<file path="src/hbus_pkg.sv">
// Shared constants, types and decode helpers for the halfword burst bus
`default_nettype none
package hbus_pkg;
    // ------------------------------------------------------------------
    // Bus geometry and sequencing constants
    // ------------------------------------------------------------------
    localparam logic [2:0] FILL_LAST = 3'h7;
    localparam logic [3:0] BE_ALL_N = 4'h0;
    localparam logic [3:0] BE_HIGH_HALF_N = 4'h3;
    localparam int REQ_W = 30 + 4 + 4 + 32;

    // Device end sequencer states
    typedef enum logic [1:0] {
        ST_IDLE  = 2'b00,
        ST_START = 2'b01,
        ST_DATA  = 2'b10
    } dev_state_type;

    // Far end responder states
    typedef enum logic [1:0] {
        HS_IDLE = 2'b00,
        HS_REQ  = 2'b01,
        HS_ACK  = 2'b10
    } host_state_type;

    // Even parity bit per byte lane: the byte plus its bit hold even ones
    function automatic logic [1:0] lane_parity(input logic [15:0] d);
        lane_parity = {^d[15:8], ^d[7:0]};
    endfunction

    // Word select, upper and lower enable from active-low lane enables
    function automatic logic [2:0] be_decode(input logic [3:0] be_n);
        logic ws;
        ws = be_n[0] & be_n[1];
        be_decode = {ws, (ws ? be_n[3] : be_n[1]), (ws ? be_n[2] : be_n[0])};
    endfunction

    // True when enabled bytes sit in both halfwords of the word
    function automatic logic spans_two(input logic [3:0] be_n);
        spans_two = (be_n[1:0] != 2'b11) && (be_n[3:2] != 2'b11);
    endfunction
endpackage
`default_nettype wire

</file>
<file path="src/hbus_if.sv">
// Bus wires between the processor end and the memory/I/O controller end
`timescale 1ns/1ns
`default_nettype none
interface hbus_if;
    logic [31:2] word_address_lines;
    logic [3:0] byte_lane_enables_n;
    logic cycle_start_strobe_n;
    logic final_transfer_indicator_n;
    logic write_not_read;
    logic mem_not_io;
    logic data_not_code;
    logic [15:0] dev_data_lines;
    logic [1:0] dev_lane_parity;
    logic dev_data_oe;
    logic [15:0] host_data_lines;
    logic [1:0] host_lane_parity;
    logic host_data_oe;
    logic data_ack_n;
    logic cacheable_n;
    logic hold_req;
    logic hold_ack;

    modport device (
        output word_address_lines, byte_lane_enables_n, cycle_start_strobe_n,
        output final_transfer_indicator_n, write_not_read, mem_not_io,
        output data_not_code, dev_data_lines, dev_lane_parity, dev_data_oe,
        output hold_ack,
        input host_data_lines, host_lane_parity, host_data_oe, data_ack_n,
        input cacheable_n, hold_req
    );
    modport host (
        input word_address_lines, byte_lane_enables_n, cycle_start_strobe_n,
        input final_transfer_indicator_n, write_not_read, mem_not_io,
        input data_not_code, dev_data_lines, dev_lane_parity, dev_data_oe,
        input hold_ack,
        output host_data_lines, host_lane_parity, host_data_oe, data_ack_n,
        output cacheable_n, hold_req
    );
endinterface
`default_nettype wire

</file>
<file path="src/req_fifo.sv">
// Small flip-flop FIFO with valid/ready on both sides
`timescale 1ns/1ns
`default_nettype none
module req_fifo #(
    parameter int WIDTH = 8,
    parameter int DEPTH = 4
) (
    input wire logic clk_sys_in,
    input wire logic nrst_in,
    input wire logic in_valid_in,
    output logic in_ready_out,
    input wire logic [WIDTH-1:0] in_data_in,
    output logic out_valid_out,
    input wire logic out_ready_in,
    output logic [WIDTH-1:0] out_data_out
);
    localparam int AW = (DEPTH > 1) ? $clog2(DEPTH) : 1;

    // ------------------------------------------------------------------
    // Storage and pointers
    // ------------------------------------------------------------------
    initial begin
        if (DEPTH < 2 || (DEPTH & (DEPTH - 1)) != 0 || WIDTH < 1) begin
            $error("req_fifo needs a power-of-two depth of at least 2");
        end
    end

    logic [WIDTH-1:0] mem_r [DEPTH];
    logic [AW-1:0] wr_ptr_r;
    logic [AW-1:0] rd_ptr_r;
    logic [AW:0] count_r;
    logic push;
    logic pop;

    // Flags from the fill count
    assign in_ready_out = (count_r != (AW+1)'(DEPTH));
    assign out_valid_out = (count_r != '0);
    assign push = in_valid_in & in_ready_out;
    assign pop = out_valid_out & out_ready_in;
    assign out_data_out = mem_r[rd_ptr_r];

    // Write side
    always_ff @(posedge clk_sys_in) begin
        if (push) begin
            mem_r[wr_ptr_r] <= in_data_in;
        end
    end

    // Pointer and count bookkeeping
    always_ff @(posedge clk_sys_in or negedge nrst_in) begin
        if (!nrst_in) begin
            wr_ptr_r <= '0;
            rd_ptr_r <= '0;
            count_r <= '0;
        end else begin
            if (push) begin
                wr_ptr_r <= wr_ptr_r + 1'b1;
            end
            if (pop) begin
                rd_ptr_r <= rd_ptr_r + 1'b1;
            end
            if (push != pop) begin
                count_r <= push ? count_r + 1'b1 : count_r - 1'b1;
            end
        end
    end
endmodule // req_fifo
`default_nettype wire

</file>
<file path="src/hbus_device.sv">
// Processor end of the halfword bus: splitting, bursts and line fills
`timescale 1ns/1ns
`default_nettype none
module hbus_device #(
    parameter int FIFO_DEPTH = 4
) (
    input wire logic clk_sys_in,
    input wire logic nrst_in,
    hbus_if.device bus,
    input wire logic req_valid_in,
    output logic req_ready_out,
    input wire logic [31:0] req_addr_in,
    input wire logic [3:0] req_be_n_in,
    input wire logic req_write_in,
    input wire logic req_mem_in,
    input wire logic req_code_in,
    input wire logic req_burst_in,
    input wire logic [31:0] req_wdata_in,
    input wire logic stop_fill_in,
    output logic [15:0] rdata_out,
    output logic [3:1] raddr_out,
    output logic rvalid_out,
    output logic parity_err_out,
    output logic done_out,
    output logic busy_out
);
    import hbus_pkg::*;

    // ------------------------------------------------------------------
    // Request queue
    // ------------------------------------------------------------------
    logic q_valid;
    logic q_ready;
    logic [REQ_W-1:0] q_data;
    logic [REQ_W-1:0] in_pack;

    // Packet: word address, enables, flags, write data
    assign in_pack = {req_addr_in[31:2], req_be_n_in, req_write_in,
                      req_mem_in, req_code_in, req_burst_in, req_wdata_in};

    req_fifo #(.WIDTH(REQ_W), .DEPTH(FIFO_DEPTH)) u_queue (
        .clk_sys_in(clk_sys_in),
        .nrst_in(nrst_in),
        .in_valid_in(req_valid_in),
        .in_ready_out(req_ready_out),
        .in_data_in(in_pack),
        .out_valid_out(q_valid),
        .out_ready_in(q_ready),
        .out_data_out(q_data)
    );

    // ------------------------------------------------------------------
    // Transfer state
    // ------------------------------------------------------------------
    dev_state_type state_r;
    logic [31:2] addr_r;
    logic [3:0] be_r;
    logic wr_r;
    logic mem_r;
    logic code_r;
    logic burst_r;
    logic [31:0] wdata_r;
    logic [2:0] cnt_r;
    logic two_r;
    logic fill_r;
    logic stop_r;
    logic hold_ack_r;
    logic [15:0] dout_r;
    logic ack;
    logic last;
    logic start_fill;
    logic [1:0] quad;

    // Pop only when idle and not held
    assign q_ready = (state_r == ST_IDLE) && !hold_ack_r && !bus.hold_req;
    assign ack = (state_r == ST_DATA) && !bus.data_ack_n;
    // Fill on cacheable data read or code fetch
    assign start_fill = !wr_r && mem_r && (code_r || !bus.cacheable_n);

    // Last data cycle of the current transfer
    always_comb begin
        if (fill_r) begin
            last = (cnt_r == FILL_LAST) || stop_r || stop_fill_in;
        end else begin
            last = !two_r || (cnt_r[0] == 1'b1);
        end
    end

    // Main sequencer
    always_ff @(posedge clk_sys_in or negedge nrst_in) begin
        if (!nrst_in) begin
            state_r <= ST_IDLE;
            cnt_r <= 3'h0;
        end else begin
            case (state_r)
                ST_IDLE: begin
                    if (q_valid && q_ready) begin
                        state_r <= ST_START;
                        cnt_r <= 3'h0;
                    end
                end
                ST_START: begin
                    state_r <= ST_DATA;
                end
                ST_DATA: begin
                    if (ack) begin
                        cnt_r <= cnt_r + 3'h1;
                        if (last) begin
                            state_r <= ST_IDLE;
                        end else if (!fill_r && !burst_r) begin
                            // Unburst remainder opens with its own strobe
                            state_r <= ST_START;
                        end
                    end
                end
                default: begin
                    state_r <= ST_IDLE;
                end
            endcase
        end
    end

    // Request capture, held to the end
    always_ff @(posedge clk_sys_in or negedge nrst_in) begin
        if (!nrst_in) begin
            addr_r <= '0;
            be_r <= 4'hF;
            wr_r <= 1'b0;
            mem_r <= 1'b0;
            code_r <= 1'b0;
            burst_r <= 1'b0;
            wdata_r <= '0;
            two_r <= 1'b0;
        end else if (q_valid && q_ready) begin
            {addr_r, be_r, wr_r, mem_r, code_r, burst_r, wdata_r} <= q_data;
            two_r <= spans_two(q_data[39:36]);
        end
    end

    // Fill decided at strobe; early stop kept
    always_ff @(posedge clk_sys_in or negedge nrst_in) begin
        if (!nrst_in) begin
            fill_r <= 1'b0;
            stop_r <= 1'b0;
        end else if (state_r == ST_START && cnt_r == 3'h0) begin
            fill_r <= start_fill;
            stop_r <= 1'b0;
        end else if (fill_r && stop_fill_in) begin
            stop_r <= 1'b1;
        end
    end

    // Write half: enabled half, no lane copies
    always_ff @(posedge clk_sys_in or negedge nrst_in) begin
        if (!nrst_in) begin
            dout_r <= '0;
        end else if (q_valid && q_ready) begin
            dout_r <= (q_data[37:36] == 2'b11) ? q_data[31:16]
                                               : q_data[15:0];
        end else if (ack && !last) begin
            dout_r <= wdata_r[31:16];
        end
    end

    // Hold granted only between transfers
    always_ff @(posedge clk_sys_in or negedge nrst_in) begin
        if (!nrst_in) begin
            hold_ack_r <= 1'b0;
        end else begin
            hold_ack_r <= bus.hold_req && (state_r == ST_IDLE);
        end
    end

    // ------------------------------------------------------------------
    // Bus drive
    // ------------------------------------------------------------------
    // Fill quad walks start ^ {0,1,2,3}, giving the interleaved order
    assign quad = addr_r[3:2] ^ cnt_r[2:1];
    assign bus.word_address_lines = fill_r ? {addr_r[31:4], quad}
                                           : addr_r;

    // Enables: fill alternates 0000/0011; second half keeps upper bits
    always_comb begin
        if (fill_r) begin
            bus.byte_lane_enables_n = cnt_r[0] ? BE_HIGH_HALF_N
                                               : BE_ALL_N;
        end else if (cnt_r[0]) begin
            bus.byte_lane_enables_n = be_r | BE_HIGH_HALF_N;
        end else begin
            bus.byte_lane_enables_n = be_r;
        end
    end

    assign bus.cycle_start_strobe_n = (state_r != ST_START);
    // Burst continues while the indicator stays high
    assign bus.final_transfer_indicator_n = (state_r == ST_DATA) &&
        !last && (fill_r || burst_r);
    assign bus.write_not_read = wr_r;
    assign bus.mem_not_io = mem_r;
    assign bus.data_not_code = !code_r;
    assign bus.dev_data_lines = dout_r;
    assign bus.dev_lane_parity = lane_parity(dout_r);
    // Released on reads and while the bus is handed over
    assign bus.dev_data_oe = wr_r && (state_r != ST_IDLE)
                             && !hold_ack_r;
    assign bus.hold_ack = hold_ack_r;

    // ------------------------------------------------------------------
    // Read return and completion
    // ------------------------------------------------------------------
    // Read half out with position and parity check
    always_ff @(posedge clk_sys_in or negedge nrst_in) begin
        if (!nrst_in) begin
            rdata_out <= '0;
            raddr_out <= 3'h0;
            rvalid_out <= 1'b0;
            parity_err_out <= 1'b0;
            done_out <= 1'b0;
        end else begin
            rvalid_out <= ack && !wr_r;
            parity_err_out <= ack && !wr_r && (bus.host_lane_parity !=
                lane_parity(bus.host_data_lines));
            done_out <= ack && last;
            if (ack && !wr_r) begin
                rdata_out <= bus.host_data_lines;
                raddr_out <= {bus.word_address_lines[3:2],
                    &bus.byte_lane_enables_n[1:0]};
            end
        end
    end

    assign busy_out = (state_r != ST_IDLE) || q_valid;
endmodule // hbus_device
`default_nettype wire

</file>
<file path="src/flat_wrapper.sv">
// flat-port wrapper written by rule: the top's interface ports become plain ports
module hbus_device_flat import hbus_pkg::*;
#(
    parameter int FIFO_DEPTH = 4
)
  (clk_sys_in, nrst_in, req_valid_in, req_ready_out, req_addr_in, req_be_n_in, req_write_in, req_mem_in, req_code_in, req_burst_in, req_wdata_in, stop_fill_in, rdata_out, raddr_out, rvalid_out, parity_err_out, done_out, busy_out, bus_word_address_lines, bus_byte_lane_enables_n, bus_cycle_start_strobe_n, bus_final_transfer_indicator_n, bus_write_not_read, bus_mem_not_io, bus_data_not_code, bus_dev_data_lines, bus_dev_lane_parity, bus_dev_data_oe, bus_hold_ack, bus_host_data_lines, bus_host_lane_parity, bus_host_data_oe, bus_data_ack_n, bus_cacheable_n, bus_hold_req);
  hbus_if bus_i ();
  input wire logic clk_sys_in;
  input wire logic nrst_in;
  input wire logic req_valid_in;
  output logic req_ready_out;
  input wire logic [31:0] req_addr_in;
  input wire logic [3:0] req_be_n_in;
  input wire logic req_write_in;
  input wire logic req_mem_in;
  input wire logic req_code_in;
  input wire logic req_burst_in;
  input wire logic [31:0] req_wdata_in;
  input wire logic stop_fill_in;
  output logic [15:0] rdata_out;
  output logic [3:1] raddr_out;
  output logic rvalid_out;
  output logic parity_err_out;
  output logic done_out;
  output logic busy_out;
  output wire logic [$bits(bus_i.word_address_lines)-1:0] bus_word_address_lines;
  output wire logic [$bits(bus_i.byte_lane_enables_n)-1:0] bus_byte_lane_enables_n;
  output wire logic [$bits(bus_i.cycle_start_strobe_n)-1:0] bus_cycle_start_strobe_n;
  output wire logic [$bits(bus_i.final_transfer_indicator_n)-1:0] bus_final_transfer_indicator_n;
  output wire logic [$bits(bus_i.write_not_read)-1:0] bus_write_not_read;
  output wire logic [$bits(bus_i.mem_not_io)-1:0] bus_mem_not_io;
  output wire logic [$bits(bus_i.data_not_code)-1:0] bus_data_not_code;
  output wire logic [$bits(bus_i.dev_data_lines)-1:0] bus_dev_data_lines;
  output wire logic [$bits(bus_i.dev_lane_parity)-1:0] bus_dev_lane_parity;
  output wire logic [$bits(bus_i.dev_data_oe)-1:0] bus_dev_data_oe;
  output wire logic [$bits(bus_i.hold_ack)-1:0] bus_hold_ack;
  input wire logic [$bits(bus_i.host_data_lines)-1:0] bus_host_data_lines;
  input wire logic [$bits(bus_i.host_lane_parity)-1:0] bus_host_lane_parity;
  input wire logic [$bits(bus_i.host_data_oe)-1:0] bus_host_data_oe;
  input wire logic [$bits(bus_i.data_ack_n)-1:0] bus_data_ack_n;
  input wire logic [$bits(bus_i.cacheable_n)-1:0] bus_cacheable_n;
  input wire logic [$bits(bus_i.hold_req)-1:0] bus_hold_req;
  assign bus_word_address_lines = bus_i.word_address_lines;
  assign bus_byte_lane_enables_n = bus_i.byte_lane_enables_n;
  assign bus_cycle_start_strobe_n = bus_i.cycle_start_strobe_n;
  assign bus_final_transfer_indicator_n = bus_i.final_transfer_indicator_n;
  assign bus_write_not_read = bus_i.write_not_read;
  assign bus_mem_not_io = bus_i.mem_not_io;
  assign bus_data_not_code = bus_i.data_not_code;
  assign bus_dev_data_lines = bus_i.dev_data_lines;
  assign bus_dev_lane_parity = bus_i.dev_lane_parity;
  assign bus_dev_data_oe = bus_i.dev_data_oe;
  assign bus_hold_ack = bus_i.hold_ack;
  assign bus_i.host_data_lines = bus_host_data_lines;
  assign bus_i.host_lane_parity = bus_host_lane_parity;
  assign bus_i.host_data_oe = bus_host_data_oe;
  assign bus_i.data_ack_n = bus_data_ack_n;
  assign bus_i.cacheable_n = bus_cacheable_n;
  assign bus_i.hold_req = bus_hold_req;
  hbus_device #(.FIFO_DEPTH(FIFO_DEPTH)) u_core (.clk_sys_in(clk_sys_in), .nrst_in(nrst_in), .bus(bus_i), .req_valid_in(req_valid_in), .req_ready_out(req_ready_out), .req_addr_in(req_addr_in), .req_be_n_in(req_be_n_in), .req_write_in(req_write_in), .req_mem_in(req_mem_in), .req_code_in(req_code_in), .req_burst_in(req_burst_in), .req_wdata_in(req_wdata_in), .stop_fill_in(stop_fill_in), .rdata_out(rdata_out), .raddr_out(raddr_out), .rvalid_out(rvalid_out), .parity_err_out(parity_err_out), .done_out(done_out), .busy_out(busy_out));
endmodule
</file>
<file path="config.mk">
export PLATFORM = sky130hd
export DESIGN_NAME = hbus_device_flat
export DESIGN_NICKNAME = d
export VERILOG_FILES = /design/src/hbus_pkg.sv /design/src/hbus_if.sv /design/src/req_fifo.sv /design/src/hbus_device.sv /design/src/flat_wrapper.sv
export SDC_FILE = /design/constraint.sdc
export NUM_CORES = 1
export LEC_CHECK = 0
export BUFFER_PORTS_ARGS = -buffer_cell sky130_fd_sc_hd__buf_4
export CORE_ASPECT_RATIO = 0.7
export CORE_MARGIN = 2
export CORE_UTILIZATION = 31
export DETAILED_ROUTE_END_ITERATION = 8
export GPL_TIMING_DRIVEN = 0
export RECOVER_POWER = 50
export SLEW_MARGIN = 15
export SYNTH_ARGS = -nofsm -noshare
export SYNTH_HDL_FRONTEND = slang
export SYNTH_SLANG_ARGS = --single-unit
</file>
<file path="constraint.sdc">
create_clock -name clk_sys_in -period 3.01 [get_ports clk_sys_in]
set_input_delay 0.4515 -clock clk_sys_in [delete_from_list [all_inputs] [get_ports clk_sys_in]]
set_output_delay 0.4515 -clock clk_sys_in [all_outputs]
set_load 0.02 [all_outputs]
</file>
==> results by group <==
Timing
  • Skew final: 27.10 ps
  • Unrepaired setup endpoints after global routing: no
  • TNS Setup: 0 ps
  • Max Transition Viols Final: 64
  • Achievable Freq: 0.3583 GHz
  • Crit path time final: 2791 ps
  • Worst Max-Slew Pin Slew: 1878 ps
  • Slew margin rel.: -25.20%
  • Tcrit/Tclk final: 92.73%
  • Final Setup Violations: 0
  • Final Hold Fails: 0

Placement
  • Port bufs: 177
  • Hpwl dp: 21830 um
  • RePlAce Congestion: 0.7341
  • Post-placement cell area: 17590 um2

CTS
  • Clock-pin slew on the worst setup and hold paths: 60 ps
  • CTS tree: built
  • Max Buffers Root-to-Sink: 3
  • Post CTS Setup Buffer Count: 0
  • Cts bufs inserted: 39
  • Root buf cell: clkbuf_16
  • Sink Count: 388
  • H-Tree Depth: 2
  • Clk_lat worst skew: 550 ps

Critical path
  • Worst Setup Path Type: reg2out
  • FF-to-FF setup slack: 770 ps
  • Worst Setup End Kind: output pin
  • Critical path peak fanout: 7
  • Required @ worst endpoint: 2560 ps
  • Crit path DAT: 2340 ps
  • Worst setup SP type: flip-flop
  • Reg-to-reg endpoint: u_core.addr_r[23]
  • Reg2reg path depth: 5
  • R2R Path Start: u_core.u_queue.rd_ptr_r[1]

Global route
  • Initial antenna violation count: 6
  • First-pass GRT wire length: 51130 um
  • Largest net degree at the start of global routing: 65
  • Global route overflow: 0
  • Vias in the first global route: 8006
  • GRT Util Overall: 13.35%

Synth
  • Post-synthesis sequential area ratio: 72.80%
  • Syn. warnings: 0
  • Mapped cell area: 15270 um2
  • Synth top area share: 55.06%
  • Post-synth EDFFs: 280
  • Net Count, Synth: 860
  • Largest family of logic cells by synthesized area: multiplexers
  • Area leader, netlist: edfxtp_1
  • Post-synthesis mux area share: 18.99%
  • Ys flop type: edfxtp_1
  • Syn_area_per_cell: 20.25 um2
  • Syn Inst Count: 754
  • FF+latch count, synth: 388
  • Compound-Gate Fraction of Synth Area: 0.5326%
  • Synth top cells by count: edfxtp_1, dfrtp_1, mux2_2, mux4_2, mux2i_1
  • Most frequent cell after synthesis: edfxtp_1
  • Synth Area in XOR/XNOR: 2.245%
  • Synth area leaders: edfxtp_1, dfrtp_1, mux4_2, mux2_2, mux2i_1
  • Asr flop ratio synth: 27.84%
  • Post-synthesis simple-gate area fraction: 1.762%
  • Post-synthesis adder-cell area fraction: 0.7047%
  • Yosys cell types: 40

Hold path
  • Hold Path Depth: 2
  • Worst hold start: bus_hold_req
  • Worst Hold Path EP: u_core.bus.hold_ack
  • Hold crit path type: in2reg

Final layout
  • Area Growth Syn to Fin: 20.51%
  • Area of the multi-input gates: 3717 um2
  • Fillers: 4627
  • Design area: 18400 um2
  • Register area: 11120 um2
  • Share of layout cells above drive strength 1: 33.40%
  • Final net count: 1084

Drt
  • # DRC: 0
  • Starting DRC count in detailed routing: 388
  • Average wire per standard cell: 20.08 um
  • Drt first pass iters: 4
  • Vias after detailed routing: 7541
  • DR vias/cell: 4.494
  • Drt total wl: 33690 um
  • ANT nets after route: 0

Floorplan
  • Io pins: 181
  • DIE WIDTH: 269.3 um
  • Initial core utilization: 31.16%
  • Die area: 51080 um2
  • Die Y: 189.7 um
  • Core area: 49010 um2
  • Row cnt: 68

Flow run
  • Max Cap Viol: 1

Status
  • Failing checks: capacitance limit, slew limit
  • Outcome: finished, violations left

Power
  • Max VDD drop: 1.097 mV
  • Pwr dens: 1074 nW/um2
  • Static leakage: 6.796 nW
-- cell families (layout without fill, tap and decap cells) --
logic type               Yosys count  in the layout
XOR/XNOR                          36             36
flip-flops                       388            388
adder cells (fa/ha/maj)            8              8
AND/OR/NAND/NOR                   46             46
multiplexers                     193            193
AO/OA/AOI/OAI                     14             14
buffers and inverters             69            324
other                              0              4
-- worst max path at each step --
stage | from | endpoint | slack, ps | depth (start not counted)
floorplan | u_core.cnt_r[0] | bus_final_transfer_indicator_n | 650 | 5
global placement | u_core.u_queue.count_r[2] | u_core.u_queue.mem_r[3][23] | -80 | 3
detailed placement | u_core.cnt_r[0] | bus_final_transfer_indicator_n | 690 | 6
CTS | u_core.cnt_r[0] | bus_final_transfer_indicator_n | 90 | 6
global route | u_core.cnt_r[0] | bus_final_transfer_indicator_n | 100 | 6
finish | u_core.cnt_r[0] | bus_final_transfer_indicator_n | 220 | 6
-- per-layer routing --
layer | global-route usage, % | up-vias | wire (um)
met1 | 19.22 | 3922 | 16010
met5 | 0 | - | 46
met3 | 3.837 | 52 | 2286
li1 | - | 3371 | -
met4 | 3.226 | 6 | 619
met2 | 19.94 | 190 | 14730
-- per-stage QoR --
step | setup slack [ps] | util, % | power [mW] | instances | hold slack [ps]
after global routing | 104.3 | 37.53 | 20.94 | 1674 | 145.7
after detailed placement | 685.1 | 35.90 | 15.70 | 1601 | 470.2
after floorplan | 647.9 | - | 12.90 | 754 | 155.9
final | 218.7 | 37.55 | 19.76 | 1678 | 149.6
after CTS | 90.42 | 38.36 | 20.38 | 1674 | 70.38
after global placement | -79.78 | 35.58 | 15.47 | 1596 | 463.7
-- power breakdown --
part	internal, mW	total (mW)	switching (mW)
logic	3.39	7.19	3.80
clock network	2.61	4.61	2.00
registers	7.35	7.96	0.613
total	13.3	19.8	6.42
-- timing repair --
item	4_1_cts	5_1_grt
resized for setup	0	1
hold endpoints to repair	63	0
hold buffers	1	0
setup endpoints to repair	0	1
-- worst max-delay path, stage by stage (launching register included) --
cell,delay [ps]
dfrtp_1,450
ha_1,230
ha_1,190
nor4b_2,340
or2_2,210
nor3b_1,210
buf_4,190
-- flip-flops by register name (all words and copies together) (netlist names), 2 cells and up --
name and flops:
u_core.u_queue.mem_r 280, u_core.addr_r 30, u_core.bus.dev_data_lines 16, u_core.rdata_out 16, u_core.wdata_r 16, u_core.be_r 4
u_core.cnt_r 3, u_core.raddr_out 3, u_core.u_queue.count_r 3, u_core.state_r 2, u_core.u_queue.rd_ptr_r 2, u_core.u_queue.wr_ptr_r 2
-- area by class of cell --
cell class                      count  share of cell area (%)
Antenna cell                        4                 0.05440
Buffer                             59                   2.257
Clock buffer                       60                   5.956
Clock inverter                     12                  0.5508
Inverter                           10                  0.2040
Multi-Input combinational cell    297                   20.20
Sequential cell                   388                   60.41
Tap cell                          665                   4.522
Timing Repair Buffer              183                   5.848
-- cells in the final DEF (no fill, tap or decap), types with 5 or more instances in the layout --
master	count
clkbuf_1	130
buf_6	9
edfxtp_1	280
clkbuf_16	40
buf_16	5
nor3b_1	5
buf_4	99
a21oi_1	5
inv_1	10
nor2_1	5
buf_2	14
mux2i_1	49
ha_1	7
xor2_1	9
mux4_2	70
mux2_2	74
o21ai_0	5
clkinv_2	6
xnor2_1	25
dfrtp_1	104
nand2_1	14
Note: power is estimated with default switching activity, not from simulation.
